### config.mk
export PLATFORM = sky130hd
export DESIGN_NAME = metering_mode_accum_config
export DESIGN_NICKNAME = d
export VERILOG_FILES = /design/src/hw/metering_cfg_pkg.sv /design/src/hw/accum_lane_if.sv /design/src/hw/accum_term_unit.sv /design/src/hw/metering_mode_accum_config.sv
export SDC_FILE = /design/constraint.sdc
export NUM_CORES = 1
export LEC_CHECK = 0
export BUFFER_PORTS_ARGS = -buffer_cell sky130_fd_sc_hd__buf_2
export CAP_MARGIN = 5
export CELL_PAD_IN_SITES_DETAIL_PLACEMENT = 1
export CELL_PAD_IN_SITES_GLOBAL_PLACEMENT = 2
export CORE_AREA = 2 2 330 332
export DETAILED_ROUTE_END_ITERATION = 8
export DIE_AREA = 0 0 332 334
export GPL_TIMING_DRIVEN = 0
export PLACE_DENSITY_LB_ADDON = 0.08
export SLEW_MARGIN = 15
export SYNTH_ARGS = -nofsm -noshare
export SYNTH_HDL_FRONTEND = slang
export SYNTH_SLANG_ARGS = --single-unit
### constraint.sdc
create_clock -name CLK -period 5.1 [get_ports CLK]
set_clock_uncertainty 0.05 [all_clocks]
set_input_delay 1.02 -clock CLK [delete_from_list [all_inputs] [get_ports CLK]]
set_output_delay 1.02 -clock CLK [all_outputs]
set_load 0.02 [all_outputs]
### src/hw/metering_cfg_pkg.sv
package metering_cfg_pkg;

  // Avalon-MM geometry: byte address, one 32-bit word per register
  localparam int unsigned DATA_W    = 32;
  localparam int unsigned BE_W      = 4;
  localparam int unsigned ADDR_W    = 18;
  localparam int unsigned IDX_SHIFT = 2;
  localparam int unsigned IDX_W     = 16;

  // Register indices; the byte address is four times the index
  localparam logic [15:0] IDX_MEAS_MODE    = 16'hE700;
  localparam logic [15:0] IDX_ACCUM_MODE   = 16'hE701;
  localparam logic [15:0] IDX_EVENT_STATUS = 16'hE710;
  localparam logic [15:0] IDX_EVENT_MASK   = 16'hE711;

  // measurement_mode_select fields
  localparam int unsigned REV_ACT_SRC_BIT   = 0;
  localparam int unsigned REV_REACT_SRC_BIT = 1;
  localparam int unsigned PEAK_LSB          = 2;
  localparam logic [7:0]  MEAS_MODE_RESET   = 8'h1C;
  localparam logic [7:0]  MEAS_MODE_WMASK   = 8'h1F;

  // energy_accumulation_mode fields
  localparam int unsigned ACT_FIELD_LSB    = 0;
  localparam int unsigned REACT_FIELD_LSB  = 2;
  localparam logic [7:0]  ACCUM_MODE_RESET = 8'h00;
  localparam logic [7:0]  ACCUM_MODE_WMASK = 8'h0F;

  // Accumulation codes shared by both fields
  typedef logic [1:0] accum_code_t;
  localparam accum_code_t ACC_SIGNED       = 2'h0;
  localparam accum_code_t ACT_POSITIVE     = 2'h1;
  localparam accum_code_t REACT_BY_ACT_SGN = 2'h2;
  localparam accum_code_t ACC_ABSOLUTE     = 2'h3;

  // primary_event_status layout, mask register is the same
  localparam int unsigned STATUS_W        = 16;
  localparam int unsigned REV_ACT_LSB     = 6;
  localparam int unsigned REV_REACT_LSB   = 10;
  localparam logic [15:0] STATUS_IMPL     = 16'h1DC0;
  localparam logic [15:0] EVENT_MASK_INIT = 16'h0000;

  // Three phases, each with a total and a fundamental lane
  localparam int unsigned NUM_PHASES = 3;
  localparam int unsigned NUM_LANES  = 6;

endpackage : metering_cfg_pkg

### src/hw/accum_lane_if.sv
`timescale 1ns/1ns
`default_nettype none

// Carries the sample set and both accumulation codes to the term unit
interface accum_lane_if #(parameter int unsigned W = 24);
  logic                                    start;
  metering_cfg_pkg::accum_code_t           act_mode;
  metering_cfg_pkg::accum_code_t           react_mode;
  logic [metering_cfg_pkg::NUM_LANES-1:0][W-1:0] act;
  logic [metering_cfg_pkg::NUM_LANES-1:0][W-1:0] react;
  logic [metering_cfg_pkg::NUM_LANES-1:0][W:0]   act_energy;
  logic [metering_cfg_pkg::NUM_LANES-1:0][W:0]   act_pulse;
  logic [metering_cfg_pkg::NUM_LANES-1:0][W:0]   react_term;
  logic                                    done;

  modport ctrl (output start, act_mode, react_mode, act, react,
                input act_energy, act_pulse, react_term, done);
  modport unit (input start, act_mode, react_mode, act, react,
                output act_energy, act_pulse, react_term, done);
endinterface : accum_lane_if

`default_nettype wire

### src/hw/accum_term_unit.sv
`timescale 1ns/1ns
`default_nettype none

module accum_term_unit #(
  parameter int unsigned W = 24
) (
  // Clock, reset, enable
  input wire logic    clk,
  input wire logic    rst,
  input wire logic    ce,
  // Sample set and results
  accum_lane_if.unit  lane
);

  localparam int unsigned NL = metering_cfg_pkg::NUM_LANES;

  typedef struct packed {
    logic                done;
    logic [NL-1:0][W:0]  act_energy;
    logic [NL-1:0][W:0]  act_pulse;
    logic [NL-1:0][W:0]  react_term;
  } unit_state_t;

  unit_state_t state_reg;
  unit_state_t state_next;

  // Sign extension by one bit so that the magnitude of the most
  // negative sample still fits
  function automatic logic signed [W:0] widen(input logic [W-1:0] x);
    widen = $signed({x[W-1], x});
  endfunction

  function automatic logic signed [W:0] magnitude(input logic [W-1:0] x);
    magnitude = x[W-1] ? -widen(x) : widen(x);
  endfunction

  // Term added to the watt-hour register
  function automatic logic signed [W:0] act_energy_term(
      input metering_cfg_pkg::accum_code_t m, input logic [W-1:0] p);
    case (m)
      metering_cfg_pkg::ACT_POSITIVE: begin
        act_energy_term = p[W-1] ? '0 : widen(p);
      end
      metering_cfg_pkg::ACC_ABSOLUTE: begin
        act_energy_term = magnitude(p);
      end
      default: begin
        act_energy_term = widen(p);
      end
    endcase
  endfunction

  // Term fed to the pulse converter; positive-only still pulses signed
  function automatic logic signed [W:0] act_pulse_term(
      input metering_cfg_pkg::accum_code_t m, input logic [W-1:0] p);
    case (m)
      metering_cfg_pkg::ACC_ABSOLUTE: begin
        act_pulse_term = magnitude(p);
      end
      default: begin
        act_pulse_term = widen(p);
      end
    endcase
  endfunction

  // Reactive term, the same for the var-hour register and the pulses
  function automatic logic signed [W:0] react_term_calc(
      input metering_cfg_pkg::accum_code_t m,
      input logic [W-1:0] q, input logic [W-1:0] p);
    case (m)
      metering_cfg_pkg::REACT_BY_ACT_SGN: begin
        react_term_calc = p[W-1] ? -widen(q) : widen(q);
      end
      metering_cfg_pkg::ACC_ABSOLUTE: begin
        react_term_calc = magnitude(q);
      end
      default: begin
        react_term_calc = widen(q);
      end
    endcase
  endfunction

  // Terms are formed only when a sample set is offered, so a mode
  // written between two sets applies to the next one
  always_comb begin
    state_next      = state_reg;
    state_next.done = 1'b0;
    if (lane.start) begin
      state_next.done = 1'b1;
      for (int i = 0; i < NL; i++) begin
        state_next.act_energy[i] =
          act_energy_term(lane.act_mode, lane.act[i]);
        state_next.act_pulse[i] =
          act_pulse_term(lane.act_mode, lane.act[i]);
        state_next.react_term[i] =
          react_term_calc(lane.react_mode, lane.react[i],
                          lane.act[i]);
      end
    end
  end

  // State register, frozen while the enable is low
  always_ff @(posedge clk) begin
    if (rst) begin
      state_reg <= '0;
    end else if (ce) begin
      state_reg <= state_next;
    end
  end

  assign lane.done       = state_reg.done;
  assign lane.act_energy = state_reg.act_energy;
  assign lane.act_pulse  = state_reg.act_pulse;
  assign lane.react_term = state_reg.react_term;

endmodule : accum_term_unit

`default_nettype wire

### src/hw/metering_mode_accum_config.sv
`timescale 1ns/1ns
`default_nettype none

module metering_mode_accum_config #(
  parameter int unsigned W = 24
) (
  // Clock, reset, enable
  input  wire logic                            CLK,
  input  wire logic                            RST,
  input  wire logic                            CE,
  // Avalon-MM slave
  input  wire logic [metering_cfg_pkg::ADDR_W-1:0] ADDRESS,
  input  wire logic                            READ,
  input  wire logic                            WRITE,
  input  wire logic [metering_cfg_pkg::DATA_W-1:0] WRITEDATA,
  input  wire logic [metering_cfg_pkg::BE_W-1:0]   BYTEENABLE,
  output logic [metering_cfg_pkg::DATA_W-1:0]      READDATA,
  output logic                                 WAITREQUEST,
  // Power samples, one strobe per set, from the same clock domain
  input  wire logic                            SAMPLE_VALID,
  input  wire logic [2:0][W-1:0]               ACT_TOTAL,
  input  wire logic [2:0][W-1:0]               ACT_FUND,
  input  wire logic [2:0][W-1:0]               REACT_TOTAL,
  input  wire logic [2:0][W-1:0]               REACT_FUND,
  // Accumulation terms, lanes 0..2 total A..C, 3..5 fundamental A..C
  output logic [5:0][W:0]                      ACT_ENERGY_TERM,
  output logic [5:0][W:0]                      ACT_PULSE_TERM,
  output logic [5:0][W:0]                      REACT_TERM,
  output logic                                 TERM_VALID,
  // Peak detection phase selection and interrupt
  output logic [2:0]                           PEAK_INCLUDE,
  output logic                                 IRQ
);

  localparam int unsigned NP = metering_cfg_pkg::NUM_PHASES;
  localparam int unsigned SW = metering_cfg_pkg::STATUS_W;

  // A sample must carry a sign bit and at least one magnitude bit
  if (W < 2) begin : g_width_check
    $error("accumulation sample width W must be at least 2");
  end

  typedef struct packed {
    logic                                ack;
    logic [metering_cfg_pkg::DATA_W-1:0] rdata;
    logic [7:0]                          meas_mode;
    logic [7:0]                          accum_mode;
    logic [SW-1:0]                       status;
    logic [SW-1:0]                       mask;
  } cfg_state_t;

  cfg_state_t state_reg;
  cfg_state_t state_next;

  accum_lane_if #(.W(W)) lane ();

  // Register index out of the byte address
  function automatic logic [metering_cfg_pkg::IDX_W-1:0] reg_index(
      input logic [metering_cfg_pkg::ADDR_W-1:0] a);
    reg_index = a[metering_cfg_pkg::ADDR_W-1:metering_cfg_pkg::IDX_SHIFT];
  endfunction

  // Byte-lane merge; bits outside the write mask keep their value
  function automatic logic [SW-1:0] merge16(
      input logic [SW-1:0] old_v, input logic [SW-1:0] new_v,
      input logic [1:0] be, input logic [SW-1:0] wmask);
    logic [SW-1:0] lane_m;
    lane_m  = {{8{be[1]}}, {8{be[0]}}} & wmask;
    merge16 = (old_v & ~lane_m) | (new_v & lane_m);
  endfunction

  function automatic logic [7:0] merge8(
      input logic [7:0] old_v, input logic [7:0] new_v,
      input logic be, input logic [7:0] wmask);
    logic [7:0] lane_m;
    lane_m = {8{be}} & wmask;
    merge8 = (old_v & ~lane_m) | (new_v & lane_m);
  endfunction

  // Read mux; unmapped indices read as zero
  function automatic logic [metering_cfg_pkg::DATA_W-1:0] read_mux(
      input logic [metering_cfg_pkg::IDX_W-1:0] idx, input cfg_state_t s);
    read_mux = '0;
    case (idx)
      metering_cfg_pkg::IDX_MEAS_MODE: begin
        read_mux[7:0] = s.meas_mode;
      end
      metering_cfg_pkg::IDX_ACCUM_MODE: begin
        read_mux[7:0] = s.accum_mode;
      end
      metering_cfg_pkg::IDX_EVENT_STATUS: begin
        read_mux[SW-1:0] = s.status;
      end
      metering_cfg_pkg::IDX_EVENT_MASK: begin
        read_mux[SW-1:0] = s.mask;
      end
      default: begin
        read_mux = '0;
      end
    endcase
  endfunction

  logic [metering_cfg_pkg::IDX_W-1:0] bus_idx;
  logic                               bus_req;
  logic                               wr_fire;
  logic [NP-1:0]                      rev_act_evt;
  logic [NP-1:0]                      rev_react_evt;
  logic [SW-1:0]                      evt_vec;
  logic [SW-1:0]                      w1c_vec;

  assign bus_idx = reg_index(ADDRESS);
  assign bus_req = READ | WRITE;
  // A write lands only at the edge where waitrequest is low
  assign wr_fire = WRITE & state_reg.ack;

  // Reverse-power events, sources picked by the mode register
  always_comb begin
    for (int i = 0; i < NP; i++) begin
      if (state_reg.meas_mode[metering_cfg_pkg::REV_ACT_SRC_BIT]) begin
        rev_act_evt[i] = SAMPLE_VALID & ACT_FUND[i][W-1];
      end else begin
        rev_act_evt[i] = SAMPLE_VALID & ACT_TOTAL[i][W-1];
      end
      if (state_reg.meas_mode[metering_cfg_pkg::REV_REACT_SRC_BIT]) begin
        rev_react_evt[i] = SAMPLE_VALID & REACT_FUND[i][W-1];
      end else begin
        rev_react_evt[i] = SAMPLE_VALID & REACT_TOTAL[i][W-1];
      end
    end
  end

  // Events placed at their status bit positions
  always_comb begin
    evt_vec = '0;
    evt_vec[metering_cfg_pkg::REV_ACT_LSB +: NP]   = rev_act_evt;
    evt_vec[metering_cfg_pkg::REV_REACT_LSB +: NP] = rev_react_evt;
  end

  // Write-one-to-clear pattern for the status register
  always_comb begin
    w1c_vec = '0;
    if (wr_fire && bus_idx == metering_cfg_pkg::IDX_EVENT_STATUS) begin
      w1c_vec = merge16('0, WRITEDATA[SW-1:0], BYTEENABLE[1:0],
                        metering_cfg_pkg::STATUS_IMPL);
    end
  end

  // Next state: bus handshake, register writes, sticky status
  always_comb begin
    state_next = state_reg;
    // One wait cycle per access, then the answer stands for one edge
    state_next.ack = bus_req & ~state_reg.ack;
    if (bus_req && !state_reg.ack) begin
      state_next.rdata = read_mux(bus_idx, state_reg);
    end
    if (wr_fire) begin
      case (bus_idx)
        metering_cfg_pkg::IDX_MEAS_MODE: begin
          state_next.meas_mode = merge8(state_reg.meas_mode,
            WRITEDATA[7:0], BYTEENABLE[0],
            metering_cfg_pkg::MEAS_MODE_WMASK);
        end
        metering_cfg_pkg::IDX_ACCUM_MODE: begin
          state_next.accum_mode = merge8(state_reg.accum_mode,
            WRITEDATA[7:0], BYTEENABLE[0],
            metering_cfg_pkg::ACCUM_MODE_WMASK);
        end
        metering_cfg_pkg::IDX_EVENT_MASK: begin
          state_next.mask = merge16(state_reg.mask, WRITEDATA[SW-1:0],
            BYTEENABLE[1:0], metering_cfg_pkg::STATUS_IMPL);
        end
        default: begin
          state_next.mask = state_reg.mask;
        end
      endcase
    end
    // A new event wins over a clear in the same cycle
    state_next.status = ((state_reg.status & ~w1c_vec) | evt_vec)
                        & metering_cfg_pkg::STATUS_IMPL;
  end

  // State register; reset gives only the three peak bits set
  always_ff @(posedge CLK) begin
    if (RST) begin
      state_reg            <= '0;
      state_reg.meas_mode  <= metering_cfg_pkg::MEAS_MODE_RESET;
      state_reg.accum_mode <= metering_cfg_pkg::ACCUM_MODE_RESET;
      state_reg.mask       <= metering_cfg_pkg::EVENT_MASK_INIT;
    end else if (CE) begin
      state_reg <= state_next;
    end
  end

  // Sample set to the term unit, modes taken straight from registers
  assign lane.start      = SAMPLE_VALID;
  assign lane.act_mode   = state_reg.accum_mode[
    metering_cfg_pkg::ACT_FIELD_LSB +: 2];
  assign lane.react_mode = state_reg.accum_mode[
    metering_cfg_pkg::REACT_FIELD_LSB +: 2];
  assign lane.act        = {ACT_FUND, ACT_TOTAL};
  assign lane.react      = {REACT_FUND, REACT_TOTAL};

  accum_term_unit #(
    .W (W)
  ) u_terms (
    .clk  (CLK),
    .rst  (RST),
    .ce   (CE),
    .lane (lane)
  );

  // Bus answer; waitrequest is combinational, data come from a register
  assign WAITREQUEST = bus_req & ~state_reg.ack;
  assign READDATA    = state_reg.rdata;

  // Results and configuration levels
  assign ACT_ENERGY_TERM = lane.act_energy;
  assign ACT_PULSE_TERM  = lane.act_pulse;
  assign REACT_TERM      = lane.react_term;
  assign TERM_VALID      = lane.done;
  assign PEAK_INCLUDE    =
    state_reg.meas_mode[metering_cfg_pkg::PEAK_LSB +: NP];
  // Level interrupt while any unmasked sticky bit is set
  assign IRQ = |(state_reg.status & state_reg.mask);

endmodule : metering_mode_accum_config

`default_nettype wire

# Word level (Yosys, flattened, before mapping)
# Cells that the tools add are included.
[word_totals]
ff_bits = 506
inputBits = 348
output_inout_bits = 488
wordCells = 138
[classes]
add_sub_neg = 12
n_eq_ne = 8
mux = 52
n_bitwise = 32
reduce_logical = 9
[ops]
columns = ["op", "count"]
rows = [
  ["$mux 25", 24],
  ["$pmux 25 s2", 12],
  ["$mux 451", 1],
  ["$neg 24->25", 12],
  ["$mux 23", 6],
  ["$eq 16x16->1 const B", 4],
  ["$pmux 8 s4", 1],
  ["$and 13x16->16", 1],
  ["$and 16x13->16", 1],
  ["$and 16x16->16", 1],
  ["$and 8x8->8", 2],
  ["$not 13->16", 1],
  ["$or 16x16->16", 1],
  ["$or 8x8->8", 2],
  ["$pmux 8 s2", 1],
  ["$reduce_or 16->1", 1],
  ["$and 1x1->1", 14],
  ["$and 13x13->13", 1],
  ["$mux 13", 1],
  ["$not 13->13", 1],
  ["$or 13x13->13", 1],
  ["$reduce_and 3->1", 3],
  ["$and 8x4->8", 1],
  ["$and 8x5->8", 1],
  ["other kinds (10)", 19],
]

# Logic depth before layout (Yosys ltp)
[depth]
ltp_word = 6
ltp_mapped = 10
mapped_depth_nobuf = 10

# Modules after synthesis
# A second synthesis with hierarchy kept.
[hier_totals]
hier_cells = 3327
hier_area_um2 = 26051.2
[modules_own_cells]
columns = ["mod", "n_inst", "cells_each", "area_each_um2", "seq_area_each_um2"]
rows = [
  ["accum_term_unit", 1, 3106, 24090.6, 9028.7],
  ["metering_mode_accum_config", 1, 221, 1960.6, 660.6],
]

# Worst setup path after synthesis
# No wires, ideal clock.
[synth_timing]
kind = "input to register"
from = "input port REACT_FUND[41] (netlist bit)"
to = "register u_terms.state_reg, in the netlist u_terms.lane.react_term[124]"
setup_time_ns = 0.123
t_arrival_ns = 3.134
t_required_ns = 4.927
path_slack_ns = 1.793
path_stages = 8
n_path_buf = 0
path_cell_list = "or4_1 > or4_1 > or3_1 > nor4_1 > ha_1 > nand2_1 > a221oi_1 > nor2_1"
[synth_via]
elab_chain_cells = 3
word_cells_on_any_way = 4
classes_between = "1 x add/sub; 3 x mux"
[synth_rtl]
columns = ["element", "line_no", "source"]
rows = [
  ["start: declaration", "metering_mode_accum_config.sv:24", "input wire logic [2:0][W-1:0] REACT_FUND,"],
  ["$neg 24->25 (*)", "accum_term_unit.sv:34, accum_term_unit.sv:72", ""],
  ["$mux 25 (on tied branches)", "accum_term_unit.sv:34, accum_term_unit.sv:72", ""],
  ["$pmux 25 s2 (*)", "accum_term_unit.sv:70", "case (m)"],
  ["end signal: assignment", "accum_term_unit.sv:107", "state_reg <= state_next;"],
  ["end: declaration", "accum_term_unit.sv:24", "unit_state_t state_reg;"],
]
# Mark *: on every way between the ends. The rest lies on a longest branch, timed or not.
# A chain may end at the register's enable or synchronous reset.

# Worst setup path after layout
[layout_timing]
from = "input port SAMPLE_VALID"
to = "register u_terms.state_reg, in the netlist u_terms.lane.act_energy[126]"
[layout_via]
elab_chain_cells = 1
[layout_rtl]
columns = ["element", "line_no", "source"]
rows = [
  ["start: declaration", "metering_mode_accum_config.sv:20", "input wire logic SAMPLE_VALID,"],
  ["$reduce_and 2->1 (no line)", "--", ""],
]
# Every way passes these cells.

==> results.sh <==
export IMPL_cts_tree="built"
export IMPL_grt_pass1_vias=29890
export IMPL_cpPeakStageDelay_ps=890
export IMPL_track_usage_pct=31.03
export IMPL_grt_pass1_wl_um=243400
export IMPL_die_w_um=332
export IMPL_p_int_uw=7703
export IMPL_syn_area_mm2=0.02601
export IMPL_setup_tns_ps=0
export IMPL_drtIter0Drc=2037
export IMPL_dp_hpwl_um=138100
export IMPL_drt_pass1_iter_count=5
export IMPL_end_kind="flip-flop"
export IMPL_power_frac_clock_pct=46.2
export IMPL_placeableCoreArea_mm2=0.1078
export IMPL_layout_nets=4471
export IMPL_whs_ps=392.6
export IMPL_switchingPower_uw=3625
export IMPL_synth_edff_count=0
export IMPL_cp_max_fo=10
export IMPL_num_rows=121
export IMPL_cts_htree_levels=3
export IMPL_startpoint="SAMPLE_VALID"
export IMPL_antenna_found_initial=56
export IMPL_grt_max_degree=13
export IMPL_slowest_stage="clkbuf_1"
export IMPL_met1Wirelength_um=77530
export IMPL_cp_start_kind="input pin"
export IMPL_async_reset_ff_share_pct=0
export IMPL_drv_cap=0
export IMPL_clkTransAtPathRegs_ps=60
export IMPL_status="complete, no violations"
export IMPL_start_util_pct=24.13
export IMPL_dieArea_mm2=0.1109
export IMPL_drc=0
export IMPL_crit_top_cell="clkbuf_1"
export IMPL_clkLatencyLatePin_ps=640
export IMPL_post_place_cells=5443
export IMPL_leakage_uw=0.01381
export IMPL_top_layer_used="met5"
export IMPL_seqPwrFrac_pct=36.9
export IMPL_setup_viol=0
export IMPL_ir_worst_vdd_uv=212.9
export IMPL_wl_per_cell_um=31.98
export IMPL_hp_start="READDATA[12]"
export IMPL_cp_required_ps=5600
export IMPL_synth_seq_cells=484
export IMPL_cts_buffers=68
export IMPL_p_comb_share_pct=17.0
export IMPL_preCtsSetupSlack_ps=38.03
export IMPL_min_period_over_period_pct=90.77
export IMPL_synth_distinct_cells=84
export IMPL_layout_cells_non_filler=5587
export IMPL_netlist_instances=3253
export IMPL_swShare_pct=32.00
export IMPL_rsz0062_at_grt="no"
export IMPL_layout_setup_ws_ps=470.8
export IMPL_avgSynthCellArea_um2=7.997
export IMPL_yosysWarnings=0
export IMPL_final_area_mm2=0.03418
export IMPL_dr_wl_met2_um=81740
export IMPL_routed_wl_um=178700
export IMPL_worstPathArrival_ps=5130
export IMPL_cts_root_buf="clkbuf_16"
export IMPL_slew_headroom_pct=10.57
export IMPL_viasPerCell=5.378
export IMPL_grt_overflow=0
export IMPL_dr_wl_met3_um=13600
export IMPL_worstSetupPathType="in2reg"
export IMPL_postCtsResizedCells=0
export IMPL_drv_slew=0
export IMPL_hold_class="reg2reg"
export IMPL_cts_hold_buf=0
export IMPL_fmax_mhz=216.0
export IMPL_worst_pin_slew_ps=1341
export IMPL_postRouteAntennaNets=0
export IMPL_gp_congestion=0.8781
export IMPL_layout_drive_gt1_share_pct=25.49
export IMPL_dpl_cell_area_mm2=0.03175
export IMPL_syn_to_final_growth_pct=31.40
export IMPL_synth_flop_cell="dfxtp_1"
export IMPL_crit_chain="buf_2 -> and2_1 -> clkbuf_1 -> clkbuf_1 -> clkbuf_1 -> clkbuf_1 -> o21ai_0 -> a21oi_1"
export IMPL_io_pins=836
export IMPL_io_buffers=753
export IMPL_max_clock_path_buffers=3
export IMPL_cellPowerDensity_mw_per_mm2=331.4
export IMPL_hold_viol=0
export IMPL_min_period_ps=4629
export IMPL_clkSinkCount=484
export IMPL_die_height_um=334
export IMPL_vias=30050
export IMPL_ys_seq_area_share_pct=37.25
export IMPL_post_cts_setup_buffers=0
==> through the flow <==
step	utilization (%)	total power (uW)
floorplan	-	5119
global placement	29.34	6146
detailed placement	29.46	6163
CTS	31.66	11420
global route	31.69	11680
finish	31.71	11330
==> synthesized netlist by cell type (54+ instances only) <==
cell type / n / area [um^2]
nor2_1: 398 / 1494
nand3_1: 72 / 360.4
dfxtp_1: 484 / 9689
nand2_1: 242 / 908.4
nor3_1: 91 / 455.4
o21ai_0: 279 / 1396
xnor2_1: 108 / 945.9
a211oi_1: 131 / 983.4
clkbuf_1: 217 / 814.5
or3_1: 54 / 337.8
inv_1: 54 / 202.7
a31oi_1: 79 / 494.2
xor2_1: 139 / 1217
a21oi_1: 205 / 1026
==> logic make-up after synthesis <==
kind of cell,count (synthesis),share of synthesized area (%)
simple gates,1097,20.41
compound gates,994,24.78
flops,484,37.25
buf+inv,353,5.882
xor+xnor,247,8.316
mux,53,2.193
fa+ha+maj,24,1.154
other cells,1,0.01442
==> routing by layer <==
layer  track usage, %  vias to the layer above
li1                 -                    13550
met1            40.22                    15070
met2            50.48                     1126
met3            7.376                      263
met4            10.27                       32
met5                0                        -
==> cell type report <==
type | count | area (um^2)
sequential | 484 | 9689
multi-input combinational | 2436 | 14890
clock buffer | 92 | 1944
clock inverter | 33 | 427.9
timing repair buffer | 756 | 3839
inverter | 54 | 202.7
antenna | 19 | 47.55
buffer | 299 | 1373
fill | 13120 | 73610
tap | 1414 | 1769
==> worst paths after layout <==
path / endpoint / slack, ps / cells after the start
worst max-delay path: u_terms.lane.act_energy[126] / 470 / 8
worst min-delay path: READDATA[12] / 390 / 2
worst max register to register: u_terms.lane.act_energy[56] / 1010 / 6
worst min register to register: READDATA[12] / 390 / 2
==> layout by cell type, fill, tap and decap left out, types with 72 or more instances in the layout <==
cell / count
buf_2: 773
dfxtp_1: 484
nor2_1: 396
o21ai_0: 278
nand2_1: 242
a21oi_1: 205
clkbuf_1: 201
xor2_1: 139
a211oi_1: 131
xnor2_1: 108
nor3_1: 90
a31oi_1: 79
nand3_1: 72
==> power groups by stage <==
stage | Clock (uW) | Sequential, uW | Combinational [uW]
3_3_place_gp | 0 | 4250 | 1890
2_1_floorplan | 0 | 4480 | 644
5_1_grt | 5450 | 4190 | 2040
6_report | 5230 | 4170 | 1920
3_5_place_dp | 0 | 4250 | 1910
4_1_cts | 5330 | 4170 | 1920
==> worst max-delay path, delay by kind of cell <==
kind,cells,cell delay (ps)
buffers and inverters,5,3300
AOI/OAI and AO/OA,2,630
and+or+nand+nor,1,140
Power figures use the tool's default switching activity.
